[src/acr_regs.svh]
// Register offsets, field positions, reset values and the rule contract
// Contract
// - Reference select bits 2:0 pick full scale 1.0 to 2.0 V; reset 0x04.
// - Pattern one: low byte bits 7:0, next byte bits 15:8; reset zero.
// - Pattern two: low byte bits 7:0, next byte bits 15:8; reset zero.
// - Overrange output driven only while overrange control bit 0 is one.
// - Output assign bit 0 routes converter A or B; A=0, B=1 defaults.
// - Rate override bits 5:3 give resolution 14/12/10 when bit 6 set.
// - Rate override bits 2:0 give 80/105/125 MSPS; reset means none.
// - Output-enable-low pin honoured only when I/O control two bit 7 set.
// - I/O control two bit 0 high switches off the data pin pull-down.
// - Sync pulses reach the clock divider only while sync enable is high.
// - With next-only set, align to first pulse then clear sync enable.
// - Writes act at once, except rate override, committed via transfer.
// - Override above default speed grade powers the device down.
`ifndef ACR_REGS_SVH
`define ACR_REGS_SVH
`define ACR_ADDR_REF_SEL    10'h018
`define ACR_ADDR_PAT1_LO    10'h019
`define ACR_ADDR_PAT1_HI    10'h01a
`define ACR_ADDR_PAT2_LO    10'h01b
`define ACR_ADDR_PAT2_HI    10'h01c
`define ACR_ADDR_SIG_LO     10'h024
`define ACR_ADDR_SIG_HI     10'h025
`define ACR_ADDR_OVR_CTL    10'h02a
`define ACR_ADDR_OUT_ASSIGN 10'h02e
`define ACR_ADDR_SYNC_CTL   10'h03a
`define ACR_ADDR_TRANSFER   10'h0ff
`define ACR_ADDR_RATE_OVR   10'h100
`define ACR_ADDR_UIO_TWO    10'h101
`define ACR_ADDR_UIO_THREE  10'h102
`define ACR_RST_REF_SEL     8'h04
`define ACR_RST_OVR_CTL     8'h01
`define ACR_RST_SIG         16'hffff
`define ACR_MASK_REF_SEL    8'h07
`define ACR_MASK_OVR_CTL    8'h01
`define ACR_MASK_ASSIGN     8'h01
`define ACR_MASK_SYNC       8'h06
`define ACR_MASK_RATE       8'h7f
`define ACR_MASK_UIO_TWO    8'h81
`define ACR_MASK_UIO_THREE  8'h08
`define ACR_BIT_SYNC_EN     1
`define ACR_BIT_SYNC_NEXT   2
`define ACR_BIT_RATE_EN     6
`define ACR_BIT_OEB_EN      7
`define ACR_BIT_PD_OFF      0
`define ACR_BIT_CM_PD       3
`define ACR_BIT_XFER        0
`endif

[src/acr_pkg.sv]
// Types shared by the converter configuration register bank
package acr_pkg;
  typedef enum logic [2:0] {
    ACR_FS_1V00 = 3'h0,
    ACR_FS_1V14 = 3'h1,
    ACR_FS_1V33 = 3'h2,
    ACR_FS_1V60 = 3'h3,
    ACR_FS_2V00 = 3'h4
  } acr_fullscale_t;
  typedef enum logic [2:0] {
    ACR_RES_14 = 3'h2,
    ACR_RES_12 = 3'h4,
    ACR_RES_10 = 3'h6
  } acr_res_t;
  typedef enum logic [2:0] {
    ACR_RATE_80  = 3'h3,
    ACR_RATE_105 = 3'h4,
    ACR_RATE_125 = 3'h5
  } acr_rate_t;
  // Committed override as seen by the converter core
  typedef struct packed {
    logic       enable;
    logic [2:0] resolution;
    logic [2:0] rate;
  } acr_rate_cfg_t;
  typedef struct packed {
    logic       write;
    logic       read;
    logic [9:0] addr;
    logic [7:0] wdata;
  } acr_req_t;
endpackage

[src/acr_config_bank.sv]
// Upper configuration register bank of a dual converter
`timescale 1ns/10ps
`include "acr_regs.svh"
module acr_config_bank
  import acr_pkg::*;
#(
  parameter logic [2:0] DEFAULT_GRADE = 3'h5
) (
  input  wire logic          sys_clk,
  input  wire logic          rst_n,
  input  wire logic          clkEn,
  input  wire acr_req_t      req,
  input  wire logic [15:0]   sigValue,
  input  wire logic          sigValid,
  input  wire logic          syncPulse,
  input  wire logic          outEnableLowPin,
  input  wire logic          overrangeIn,
  output logic [7:0]         rdata,
  output logic [2:0]         fullScaleSel,
  output logic [15:0]        userPatternOne,
  output logic [15:0]        userPatternTwo,
  output logic               overrangeOut,
  output logic               chanASelB,
  output logic               chanBSelB,
  output logic               dividerSync,
  output acr_rate_cfg_t      rateCfg,
  output logic               chipPowerDown,
  output logic               outputsDisabled,
  output logic               dataPullDownOn,
  output logic               commonModePowerDown
);
  logic [7:0]  refReg, refNext, p1lReg, p1lNext, p1hReg, p1hNext;
  logic [7:0]  p2lReg, p2lNext, p2hReg, p2hNext, ovrReg, ovrNext;
  logic [7:0]  asgAReg, asgANext, asgBReg, asgBNext, syncReg, syncNext;
  logic [7:0]  rateReg, rateNext, uio2Reg, uio2Next, uio3Reg, uio3Next;
  logic [15:0] sigReg, sigNext;
  acr_rate_cfg_t rateCfgNext;
  logic [7:0]  rdNext;
  logic        syncOutNext, ovrOutNext, pdNext, oeDisNext;
  logic        wr;

  // Channel B copy of output assign is kept alongside channel A at one address
  always_comb begin
    wr       = req.write && clkEn;
    refNext  = refReg;
    p1lNext  = p1lReg;
    p1hNext  = p1hReg;
    p2lNext  = p2lReg;
    p2hNext  = p2hReg;
    ovrNext  = ovrReg;
    asgANext = asgAReg;
    asgBNext = asgBReg;
    syncNext = syncReg;
    rateNext = rateReg;
    uio2Next = uio2Reg;
    uio3Next = uio3Reg;
    sigNext  = sigValid ? sigValue : sigReg;
    rateCfgNext = rateCfg;
    if (wr) begin
      if (req.addr == `ACR_ADDR_REF_SEL) begin
        refNext = req.wdata & `ACR_MASK_REF_SEL;
      end else if (req.addr == `ACR_ADDR_PAT1_LO) begin
        p1lNext = req.wdata;
      end else if (req.addr == `ACR_ADDR_PAT1_HI) begin
        p1hNext = req.wdata;
      end else if (req.addr == `ACR_ADDR_PAT2_LO) begin
        p2lNext = req.wdata;
      end else if (req.addr == `ACR_ADDR_PAT2_HI) begin
        p2hNext = req.wdata;
      end else if (req.addr == `ACR_ADDR_OVR_CTL) begin
        ovrNext = req.wdata & `ACR_MASK_OVR_CTL;
      end else if (req.addr == `ACR_ADDR_OUT_ASSIGN) begin
        asgANext = req.wdata & `ACR_MASK_ASSIGN;
        asgBNext = req.wdata & `ACR_MASK_ASSIGN;
      end else if (req.addr == `ACR_ADDR_SYNC_CTL) begin
        syncNext = req.wdata & `ACR_MASK_SYNC;
      end else if (req.addr == `ACR_ADDR_RATE_OVR) begin
        rateNext = req.wdata & `ACR_MASK_RATE;
      end else if (req.addr == `ACR_ADDR_UIO_TWO) begin
        uio2Next = req.wdata & `ACR_MASK_UIO_TWO;
      end else if (req.addr == `ACR_ADDR_UIO_THREE) begin
        uio3Next = req.wdata & `ACR_MASK_UIO_THREE;
      end else if (req.addr == `ACR_ADDR_TRANSFER &&
                   req.wdata[`ACR_BIT_XFER]) begin
        // Commit shadow copy; later override writes wait for next transfer
        rateCfgNext.enable     = rateReg[`ACR_BIT_RATE_EN];
        rateCfgNext.resolution = rateReg[5:3];
        rateCfgNext.rate       = rateReg[2:0];
      end
    end
    // With next-only set, self-clear after the first gated pulse; a host write loses to it
    syncOutNext = syncPulse && syncReg[`ACR_BIT_SYNC_EN];
    if (syncOutNext && syncReg[`ACR_BIT_SYNC_NEXT]) begin
      syncNext[`ACR_BIT_SYNC_EN] = 1'b0;
    end
    ovrOutNext = overrangeIn && ovrReg[0];
    // Rate codes rise with speed, so a larger code is an upgrade
    pdNext    = rateCfgNext.enable &&
                (rateCfgNext.rate > DEFAULT_GRADE);
    oeDisNext = outEnableLowPin && uio2Reg[`ACR_BIT_OEB_EN];
    rdNext = 8'h00;
    if (req.addr == `ACR_ADDR_REF_SEL) begin
      rdNext = refReg;
    end else if (req.addr == `ACR_ADDR_PAT1_LO) begin
      rdNext = p1lReg;
    end else if (req.addr == `ACR_ADDR_PAT1_HI) begin
      rdNext = p1hReg;
    end else if (req.addr == `ACR_ADDR_PAT2_LO) begin
      rdNext = p2lReg;
    end else if (req.addr == `ACR_ADDR_PAT2_HI) begin
      rdNext = p2hReg;
    end else if (req.addr == `ACR_ADDR_SIG_LO) begin
      rdNext = sigReg[7:0];
    end else if (req.addr == `ACR_ADDR_SIG_HI) begin
      rdNext = sigReg[15:8];
    end else if (req.addr == `ACR_ADDR_OVR_CTL) begin
      rdNext = ovrReg;
    end else if (req.addr == `ACR_ADDR_OUT_ASSIGN) begin
      rdNext = asgAReg;
    end else if (req.addr == `ACR_ADDR_SYNC_CTL) begin
      rdNext = syncReg;
    end else if (req.addr == `ACR_ADDR_RATE_OVR) begin
      rdNext = rateReg;
    end else if (req.addr == `ACR_ADDR_UIO_TWO) begin
      rdNext = uio2Reg;
    end else if (req.addr == `ACR_ADDR_UIO_THREE) begin
      rdNext = uio3Reg;
    end
  end

  always_ff @(posedge sys_clk or negedge rst_n) begin
    if (!rst_n) begin
      refReg  <= `ACR_RST_REF_SEL;
      p1lReg  <= 8'h00;
      p1hReg  <= 8'h00;
      p2lReg  <= 8'h00;
      p2hReg  <= 8'h00;
      ovrReg  <= `ACR_RST_OVR_CTL;
      asgAReg <= 8'h00;
      asgBReg <= 8'h01;
      syncReg <= 8'h00;
      rateReg <= 8'h00;
      uio2Reg <= 8'h00;
      uio3Reg <= 8'h00;
      sigReg  <= `ACR_RST_SIG;
      rateCfg <= '0;
      rdata   <= 8'h00;
      dividerSync     <= 1'b0;
      overrangeOut    <= 1'b0;
      chipPowerDown   <= 1'b0;
      outputsDisabled <= 1'b0;
      fullScaleSel    <= 3'h4;
      userPatternOne  <= 16'h0000;
      userPatternTwo  <= 16'h0000;
      chanASelB       <= 1'b0;
      chanBSelB       <= 1'b1;
      dataPullDownOn  <= 1'b1;
      commonModePowerDown <= 1'b0;
    end else if (clkEn) begin
      refReg  <= refNext;
      p1lReg  <= p1lNext;
      p1hReg  <= p1hNext;
      p2lReg  <= p2lNext;
      p2hReg  <= p2hNext;
      ovrReg  <= ovrNext;
      asgAReg <= asgANext;
      asgBReg <= asgBNext;
      syncReg <= syncNext;
      rateReg <= rateNext;
      uio2Reg <= uio2Next;
      uio3Reg <= uio3Next;
      sigReg  <= sigNext;
      rateCfg <= rateCfgNext;
      rdata   <= rdNext;
      dividerSync     <= syncOutNext;
      overrangeOut    <= ovrOutNext;
      chipPowerDown   <= pdNext;
      outputsDisabled <= oeDisNext;
      fullScaleSel    <= refNext[2:0];
      userPatternOne  <= {p1hNext, p1lNext};
      userPatternTwo  <= {p2hNext, p2lNext};
      chanASelB       <= asgANext[0];
      chanBSelB       <= asgBNext[0];
      dataPullDownOn  <= !uio2Next[`ACR_BIT_PD_OFF];
      commonModePowerDown <= uio3Next[`ACR_BIT_CM_PD];
    end
  end

  chk_overrange_gate: assert property (
    @(posedge sys_clk) disable iff (!rst_n)
    clkEn && !ovrReg[0] |=> !overrangeOut)
    else $error("overrange output active while disabled");
  // After a frozen cycle the output dates from an older edge
  chk_sync_gate: assert property (
    @(posedge sys_clk) disable iff (!rst_n)
    $past(clkEn) && dividerSync |-> $past(syncReg[`ACR_BIT_SYNC_EN]))
    else $error("sync passed while disabled");
  chk_sync_once: assert property (
    @(posedge sys_clk) disable iff (!rst_n)
    clkEn && syncPulse && syncReg[2] && syncReg[1] && !wr
    |=> !syncReg[1])
    else $error("next-only sync did not clear enable");
  chk_rate_hold: assert property (
    @(posedge sys_clk) disable iff (!rst_n)
    clkEn && !(wr && req.addr == `ACR_ADDR_TRANSFER) |=> $stable(rateCfg))
    else $error("override changed without transfer");
  chk_rate_commit: assert property (
    @(posedge sys_clk) disable iff (!rst_n)
    wr && req.addr == `ACR_ADDR_TRANSFER && req.wdata[0]
    |=> rateCfg == $past(rateReg[6:0]))
    else $error("transfer did not commit override");
  // Power-down must always track the committed grade, frozen or not
  chk_power_down: assert property (
    @(posedge sys_clk) disable iff (!rst_n)
    chipPowerDown == (rateCfg.enable && rateCfg.rate > DEFAULT_GRADE))
    else $error("power-down does not match committed grade");
  chk_oeb_gate: assert property (
    @(posedge sys_clk) disable iff (!rst_n)
    $past(clkEn) && outputsDisabled |-> $past(uio2Reg[7]))
    else $error("pin honoured while disabled");
  chk_sig_ro: assert property (
    @(posedge sys_clk) disable iff (!rst_n)
    clkEn && !sigValid |=> $stable(sigReg))
    else $error("signature changed without update");
  chk_pattern_one: assert property (
    @(posedge sys_clk) disable iff (!rst_n)
    clkEn |=> userPatternOne == {p1hReg, p1lReg})
    else $error("pattern one mismatch");
  cov_transfer: cover property (@(posedge sys_clk)
    wr && req.addr == `ACR_ADDR_TRANSFER);
  cov_sync_once: cover property (@(posedge sys_clk)
    syncPulse && syncReg[2] && syncReg[1]);
  cov_power_down: cover property (@(posedge sys_clk) chipPowerDown);
endmodule

[config.mk]
export PLATFORM = sky130hd
export DESIGN_NAME = acr_config_bank
export DESIGN_NICKNAME = d
export VERILOG_FILES = /design/src/acr_pkg.sv /design/src/acr_config_bank.sv
export VERILOG_INCLUDE_DIRS = /design/src
export SDC_FILE = /design/constraint.sdc
export NUM_CORES = 1
export LEC_CHECK = 0
export BUFFER_PORTS_ARGS = -buffer_cell sky130_fd_sc_hd__buf_2
export CORE_MARGIN = 4
export CORE_UTILIZATION = 40
export CTS_CLUSTER_SIZE = 10
export DETAILED_ROUTE_END_ITERATION = 8
export SKIP_CTS_REPAIR_TIMING = 1
export SYNTH_ARGS = -nofsm -noshare
export SYNTH_HDL_FRONTEND = slang
export SYNTH_SLANG_ARGS = --single-unit
[constraint.sdc]
create_clock -name sys_clk -period 2.1 [get_ports sys_clk]
set_clock_uncertainty 0.05 [all_clocks]
set_input_delay 0.42 -clock sys_clk [delete_from_list [all_inputs] [get_ports sys_clk]]
set_output_delay 0.42 -clock sys_clk [all_outputs]
set_load 0.005 [all_outputs]
======== After elaboration in Yosys (flattened, before gate mapping) ========
Index checks and enable logic that the tools add are counted.
storage, ports and cells
  register bits after elaboration ......... 118
  latch bits .............................. 0
  memory bits (writable) .................. 0
  bits in read-only memories .............. 0
  bits of input ports ..................... 43
  output and inout port bits .............. 58
  memories kept ........................... 0
operators by class
  add/sub/neg operators ................... 0
  multipliers ............................. 0
  divide/modulo/power cells ............... 0
  order comparisons ....................... 1
  equality and inequality tests ........... 21
  shift-type cells ........................ 0
  multiplexer cells ....................... 65
  bitwise logic cells ..................... 11
  reductions and logical operators ........ 20
operator list
  operator                                               count
  2-to-1 mux 8 bit                                       30
  2-to-1 mux 7 bit                                       13
  equality test 10 x 5 -> 1 bit (second input constant)  5
  equality test 10 x 6 -> 1 bit (second input constant)  5
  equality test 10 x 9 -> 1 bit (second input constant)  3
  AND reduction 10 bit                                   2
  2-to-1 mux 2 bit                                       9
  AND reduction 14 bit                                   1
  AND reduction 13 bit                                   1
  2-to-1 mux 1 bit                                       12
  != test 2 bit (second input constant)                  6
  AND reduction 12 bit                                   1
  inverter 1 bit                                         11
  AND reduction 11 bit                                   1
  equality test 10 x 8 -> 1 bit (second input constant)  1
  AND reduction 9 bit                                    1
  AND reduction 8 bit                                    1
  logical AND 1 bit                                      7
  2-to-1 mux 4 bit                                       1
  nonzero test 2 bit                                     2
  greater-than comparator 3 bit (second input constant)  1
  AND reduction 3 bit                                    1
  != test 2 x 1 -> 1 bit (second input constant)         1
  AND reduction 2 bit                                    1
  logical NOT 1 bit                                      1

======== Longest topological paths before layout ========
  depth after elaboration ................. 17
  mapped depth ............................ 8
  depth with buffers taken out ............ 6

======== Worst setup path after synthesis ========
OpenSTA, ideal clock, no wires.
  kind .................................... input-to-reg
  start point ............................. input req[13] in the netlist's numbering
  end point ............................... register userPatternTwo[1]
  arrival ................................. 1.971 ns
  required time ........................... 1.925 ns
  path slack .............................. -0.046 ns
  stages on the path ...................... 7
  buffers on the path ..................... 2
  path through ............................ buf_6 > nor4b_4 > nand2_4 > nor2_2 > and3_1 > buf_4 > mux2_2
between the ends
  cells in the longest elaborated chain, start to end .. 6
  elaborated cells on any way between the ends .. 9
ends and longest elaborated chain
  element                                         RTL line                text
  start, declared                                 acr_config_bank.sv:12   input wire acr_req_t req,
  equality test 10 x 5 -> 1 bit (no source line)  n/a
  2-to-1 mux 8 bit                                acr_config_bank.sv:66   end else if (req.addr == `ACR_ADDR_PAT2_LO) begin
  2-to-1 mux 8 bit                                acr_config_bank.sv:64   end else if (req.addr == `ACR_ADDR_PAT1_HI) begin
  2-to-1 mux 8 bit                                acr_config_bank.sv:62   end else if (req.addr == `ACR_ADDR_PAT1_LO) begin
  2-to-1 mux 8 bit *                              acr_config_bank.sv:60   if (req.addr == `ACR_ADDR_REF_SEL) begin
  2-to-1 mux 8 bit *                              acr_config_bank.sv:59   if (wr) begin
  end signal, assigned                            acr_config_bank.sv:181  userPatternTwo <= {p2hNext, p2lNext};
  end, declared                                   acr_config_bank.sv:21   output logic [15:0] userPatternTwo,
Mark *: on every way between the ends. The rest lies on a longest branch, timed or not.
A chain may end at the register's enable or synchronous reset.

======== Worst setup path after layout ========
  start point ............................. input req[12] in the netlist's numbering
  end point ............................... register rdata[4]
between the ends
  cells in the longest elaborated chain, start to end .. 12
  elaborated cells on any way between the ends .. 22
ends and longest elaborated chain
  element                                         RTL line                text
  equality test 10 x 9 -> 1 bit (no source line)  n/a
  2-to-1 mux 8 bit                                acr_config_bank.sv:122  end else if (req.addr == `ACR_ADDR_RATE_OVR) begin
  2-to-1 mux 8 bit                                acr_config_bank.sv:120  end else if (req.addr == `ACR_ADDR_SYNC_CTL) begin
  2-to-1 mux 8 bit                                acr_config_bank.sv:118  end else if (req.addr == `ACR_ADDR_OUT_ASSIGN) begin
  2-to-1 mux 8 bit                                acr_config_bank.sv:116  end else if (req.addr == `ACR_ADDR_OVR_CTL) begin
  2-to-1 mux 8 bit                                acr_config_bank.sv:114  end else if (req.addr == `ACR_ADDR_SIG_HI) begin
  2-to-1 mux 8 bit                                acr_config_bank.sv:112  end else if (req.addr == `ACR_ADDR_SIG_LO) begin
  2-to-1 mux 8 bit                                acr_config_bank.sv:110  end else if (req.addr == `ACR_ADDR_PAT2_HI) begin
  2-to-1 mux 8 bit                                acr_config_bank.sv:108  end else if (req.addr == `ACR_ADDR_PAT2_LO) begin
  2-to-1 mux 8 bit                                acr_config_bank.sv:106  end else if (req.addr == `ACR_ADDR_PAT1_HI) begin
  2-to-1 mux 8 bit                                acr_config_bank.sv:104  end else if (req.addr == `ACR_ADDR_PAT1_LO) begin
  2-to-1 mux 8 bit *                              acr_config_bank.sv:102  if (req.addr == `ACR_ADDR_REF_SEL) begin
  end signal, assigned                            acr_config_bank.sv:174  rdata <= rdNext;
  end, declared                                   acr_config_bank.sv:18   output logic [7:0] rdata,
Marked as above.

==> run_summary.xml <==
<?xml version="1.0" encoding="UTF-8"?>
<metrics>
  <group name="cts">
    <metric name="cts-buffers-inserted" unit="">9</metric>
    <metric name="worst_setup_hold_path_clk_slew" unit="ps">90</metric>
    <metric name="cts_htree_levels" unit="">3</metric>
    <metric name="max-clock-path-buffers" unit="">2</metric>
    <metric name="tritoncts_num_sinks" unit="">86</metric>
    <metric name="clock_tree_from_tritoncts" unit="">done</metric>
    <metric name="clock_tree.root_cell" unit="">clkbuf_8</metric>
    <metric name="insertion_delay" unit="ps">360</metric>
  </group>
  <group name="grt">
    <metric name="track_usage" unit="">0.1970</metric>
    <metric name="overflow" unit="">0</metric>
    <metric name="pin_count_of_the_biggest_net_entering_global_routing" unit="">58</metric>
    <metric name="first_global_vias" unit="">3615</metric>
    <metric name="grt_first_pass_wirelength" unit="mm">19.71</metric>
    <metric name="antenna_found_initial" unit="">0</metric>
  </group>
  <group name="worst_setup_path">
    <metric name="worst_setup_path_start_kind" unit="">input port</metric>
    <metric name="worst_setup_path_end_kind" unit="">flip-flop</metric>
    <metric name="critical-path-max-stage-delay" unit="ps">760</metric>
    <metric name="crit_chain" unit="">buf_2 -&gt; or4b_2 -&gt; nor3_4 -&gt; buf_4 -&gt; a221oi_1 -&gt; o31ai_1</metric>
    <metric name="critical_path_arrival" unit="ps">2130</metric>
    <metric name="worst_ep_required_time" unit="ps">2300</metric>
    <metric name="path_max_fanout" unit="">4</metric>
    <metric name="timing.critical_path.slowest_stage_cell" unit="">or4b_2</metric>
    <metric name="critPathKind" unit="">in2reg</metric>
  </group>
  <group name="timing">
    <metric name="fin_ws" unit="ps">172.7</metric>
    <metric name="maxClockFrequency" unit="MHz">518.9</metric>
    <metric name="grt_setup_unrepaired" unit="">false</metric>
    <metric name="relSlewSlack" unit="">0.7308</metric>
    <metric name="report.final.setup_viol" unit="">0</metric>
    <metric name="layout_worst_path_cycle_share" unit="">0.9178</metric>
    <metric name="report.final.hold_viol_count" unit="">0</metric>
    <metric name="fin_setup_tns" unit="ps">0</metric>
    <metric name="final_report_max_slew_violation_count" unit="">0</metric>
    <metric name="timing_worst_slew_pin_value" unit="ps">398.2</metric>
    <metric name="fin_crit" unit="ps">1927</metric>
  </group>
  <group name="synth">
    <metric name="distinct_cells_synth" unit="">62</metric>
    <metric name="synth_edf_count" unit="">0</metric>
    <metric name="async_set_or_reset_flop_fraction_in_the_synthesized_netlist" unit="">1.000</metric>
    <metric name="postSynthAreaPerCell" unit="um2">12.15</metric>
    <metric name="ys_seq_elements" unit="">86</metric>
    <metric name="count_of_mapped_cells_out_of_synthesis" unit="">359</metric>
    <metric name="synth_seq_area_share" unit="">0.4990</metric>
    <metric name="synth_ff_type" unit="">dfrtp_1</metric>
    <metric name="syn-cell-area" unit="mm2">0.004363</metric>
    <metric name="yosysWarningCount" unit="">0</metric>
    <metric name="syn-num-nets" unit="">402</metric>
  </group>
  <group name="power">
    <metric name="psw" unit="mW">0.8785</metric>
    <metric name="power_density" unit="mW/mm2">610.2</metric>
    <metric name="clockPowerShare" unit="">0.355</metric>
    <metric name="p_total" unit="mW">3.365</metric>
    <metric name="power_leakage" unit="nW">2.744</metric>
    <metric name="irDropWorstVdd" unit="mV">0.3325</metric>
    <metric name="switching_share" unit="">0.2611</metric>
    <metric name="comb_power_share" unit="">0.110</metric>
    <metric name="p_seq_frac" unit="">0.534</metric>
    <metric name="power.internal" unit="mW">2.486</metric>
  </group>
  <group name="floorplan">
    <metric name="die_y" unit="um">112.4</metric>
    <metric name="core_area" unit="mm2">0.01046</metric>
    <metric name="die_w" unit="um">112.4</metric>
    <metric name="floorplan.io_pins" unit="">101</metric>
    <metric name="dieArea" unit="mm2">0.01264</metric>
    <metric name="placementRows" unit="">37</metric>
    <metric name="initial_utilization" unit="">0.4170</metric>
  </group>
  <group name="placement">
    <metric name="dp_hpwl" unit="mm">9.385</metric>
    <metric name="place.detailed.instances" unit="">628</metric>
    <metric name="worst_setup_timing_slack_at_the_placement_stage" unit="ps">-157.8</metric>
    <metric name="gpl.final_weighted_congestion" unit="">0.8462</metric>
    <metric name="placement.io_buffers" unit="">99</metric>
  </group>
  <group name="routing">
    <metric name="drt_drc_violations_left" unit="">0</metric>
    <metric name="drt-wirelength-per-cell" unit="um">18.90</metric>
    <metric name="ant_nets" unit="">0</metric>
    <metric name="wirelength" unit="mm">12.19</metric>
    <metric name="drt_pass1_iterations" unit="">4</metric>
    <metric name="detailedRoute.firstIterationViolations" unit="">134</metric>
    <metric name="via_per_inst" unit="">5.391</metric>
    <metric name="num_vias" unit="">3477</metric>
  </group>
  <group name="cells_and_area">
    <metric name="instances_no_fill" unit="">645</metric>
    <metric name="final_nets" unit="">547</metric>
    <metric name="most-common-layout-cells" unit="">buf_2 (98), mux2_2 (76), dfrtp_1 (66)</metric>
    <metric name="num_antenna_cells" unit="">0</metric>
    <metric name="syn2layout_area_growth" unit="%">26.38</metric>
    <metric name="drive_gt1_frac" unit="">0.5501</metric>
    <metric name="final_common_cell" unit="">buf_2</metric>
    <metric name="filler_cell_count" unit="">979</metric>
    <metric name="multi_input_area" unit="mm2">0.002016</metric>
    <metric name="register_area" unit="mm2">0.002177</metric>
  </group>
  <group name="outcome">
    <metric name="run_status" unit="">finished clean</metric>
  </group>
  <group name="run">
    <metric name="cap_viol_max_count" unit="">0</metric>
  </group>
  <group name="min_path">
    <metric name="min_path_type" unit="">in2reg</metric>
  </group>
</metrics>
-- layout make-up --
class | count | share of cell area
Sequential cell | 86 | 0.3948
Multi-Input combinational cell | 249 | 0.3656
Timing Repair Buffer | 151 | 0.1684
Tap cell | 136 | 0.03086
Clock buffer | 10 | 0.02314
Clock inverter | 6 | 0.01248
Inverter | 7 | 0.004765
-- metal layers --
| layer | global-route usage | vias to the layer above | share of wire |
|---|---|---|---|
| met5 | 0 | - | 0 |
| met4 | 0.04808 | 0 | 0.013 |
| met3 | 0.04313 | 13 | 0.050 |
| met2 | 0.3266 | 80 | 0.49 |
| met1 | 0.2640 | 1751 | 0.45 |
| li1 | - | 1633 | - |
-- synth_stat cells (6+ instances only) --
cell type / number / area, um2
mux2_2: 76 / 855.8
dfrtp_1: 66 / 1652
o21ai_0: 22 / 110.1
dfstp_2: 20 / 525.5
nor2_1: 16 / 60.06
nand2_1: 13 / 48.80
a21oi_1: 12 / 60.06
nand3_1: 11 / 55.05
a31oi_1: 8 / 50.05
clkbuf_1: 7 / 26.28
inv_1: 7 / 26.28
mux2i_1: 6 / 60.06
nor2b_1: 6 / 37.54
-- power groups by stage --
stage               registers, mW  clock network [mW]  logic, mW
CTS                          1.80                1.23      0.375
floorplan                    1.81                   0      0.185
detailed placement           1.83                   0      0.373
finish                       1.80                1.19      0.372
global placement             1.83                   0      0.367
global route                 1.81                1.30      0.409
-- cells by family after synthesis --
kind of cell	Yosys count	share of synthesized area
buffers and inverters	24	0.03900
multiplexers	82	0.2099
flip-flops	86	0.4990
AO/OA/AOI/OAI	72	0.1073
AND/OR/NAND/NOR	95	0.1448
-- per-stage QoR --
step                      hold slack (ps)    util  cell area, um2
after global placement              323.8  0.5073            5308
after floorplan                     74.41       -            4363
after detailed placement            328.4  0.5073            5308
after CTS                          -66.78  0.5261            5504
after global routing                220.6  0.5270            5514
final                               235.4  0.5270            5514
-- flip-flops by register name, summed over array words and instances, names as in the netlist, 2 cells and up, named ones only --
| signal | count |
|---|---|
| sigReg | 16 |
| uio2Reg | 2 |
| rateReg | 7 |
| userPatternOne | 16 |
| rdata | 8 |
| syncReg | 2 |
| userPatternTwo | 16 |
| rateCfg | 6 |
| refReg | 3 |
-- worst max-delay path, delay by kind of cell --
family,cells,cell delay (ps)
AND/OR/NAND/NOR,2,1060
AO/OA/AOI/OAI,2,350
buffers and inverters,2,300
-- worst paths after layout --
kind                                     end  cells after the start          startpoint  slack [ps]
min in group asynchronous  userPatternTwo[2]                      2               rst_n         480
max reg2reg                         rdata[2]                      6  userPatternOne[10]         680
min reg2reg                       rateCfg[5]                      1          rateCfg[5]         460
min                               sigReg[15]                      2        sigValue[15]         240
max                                 rdata[4]                      6             req[12]         170
max in group asynchronous          sigReg[5]                      3               rst_n         830
No activity file was read; power rests on OpenSTA's default activity.
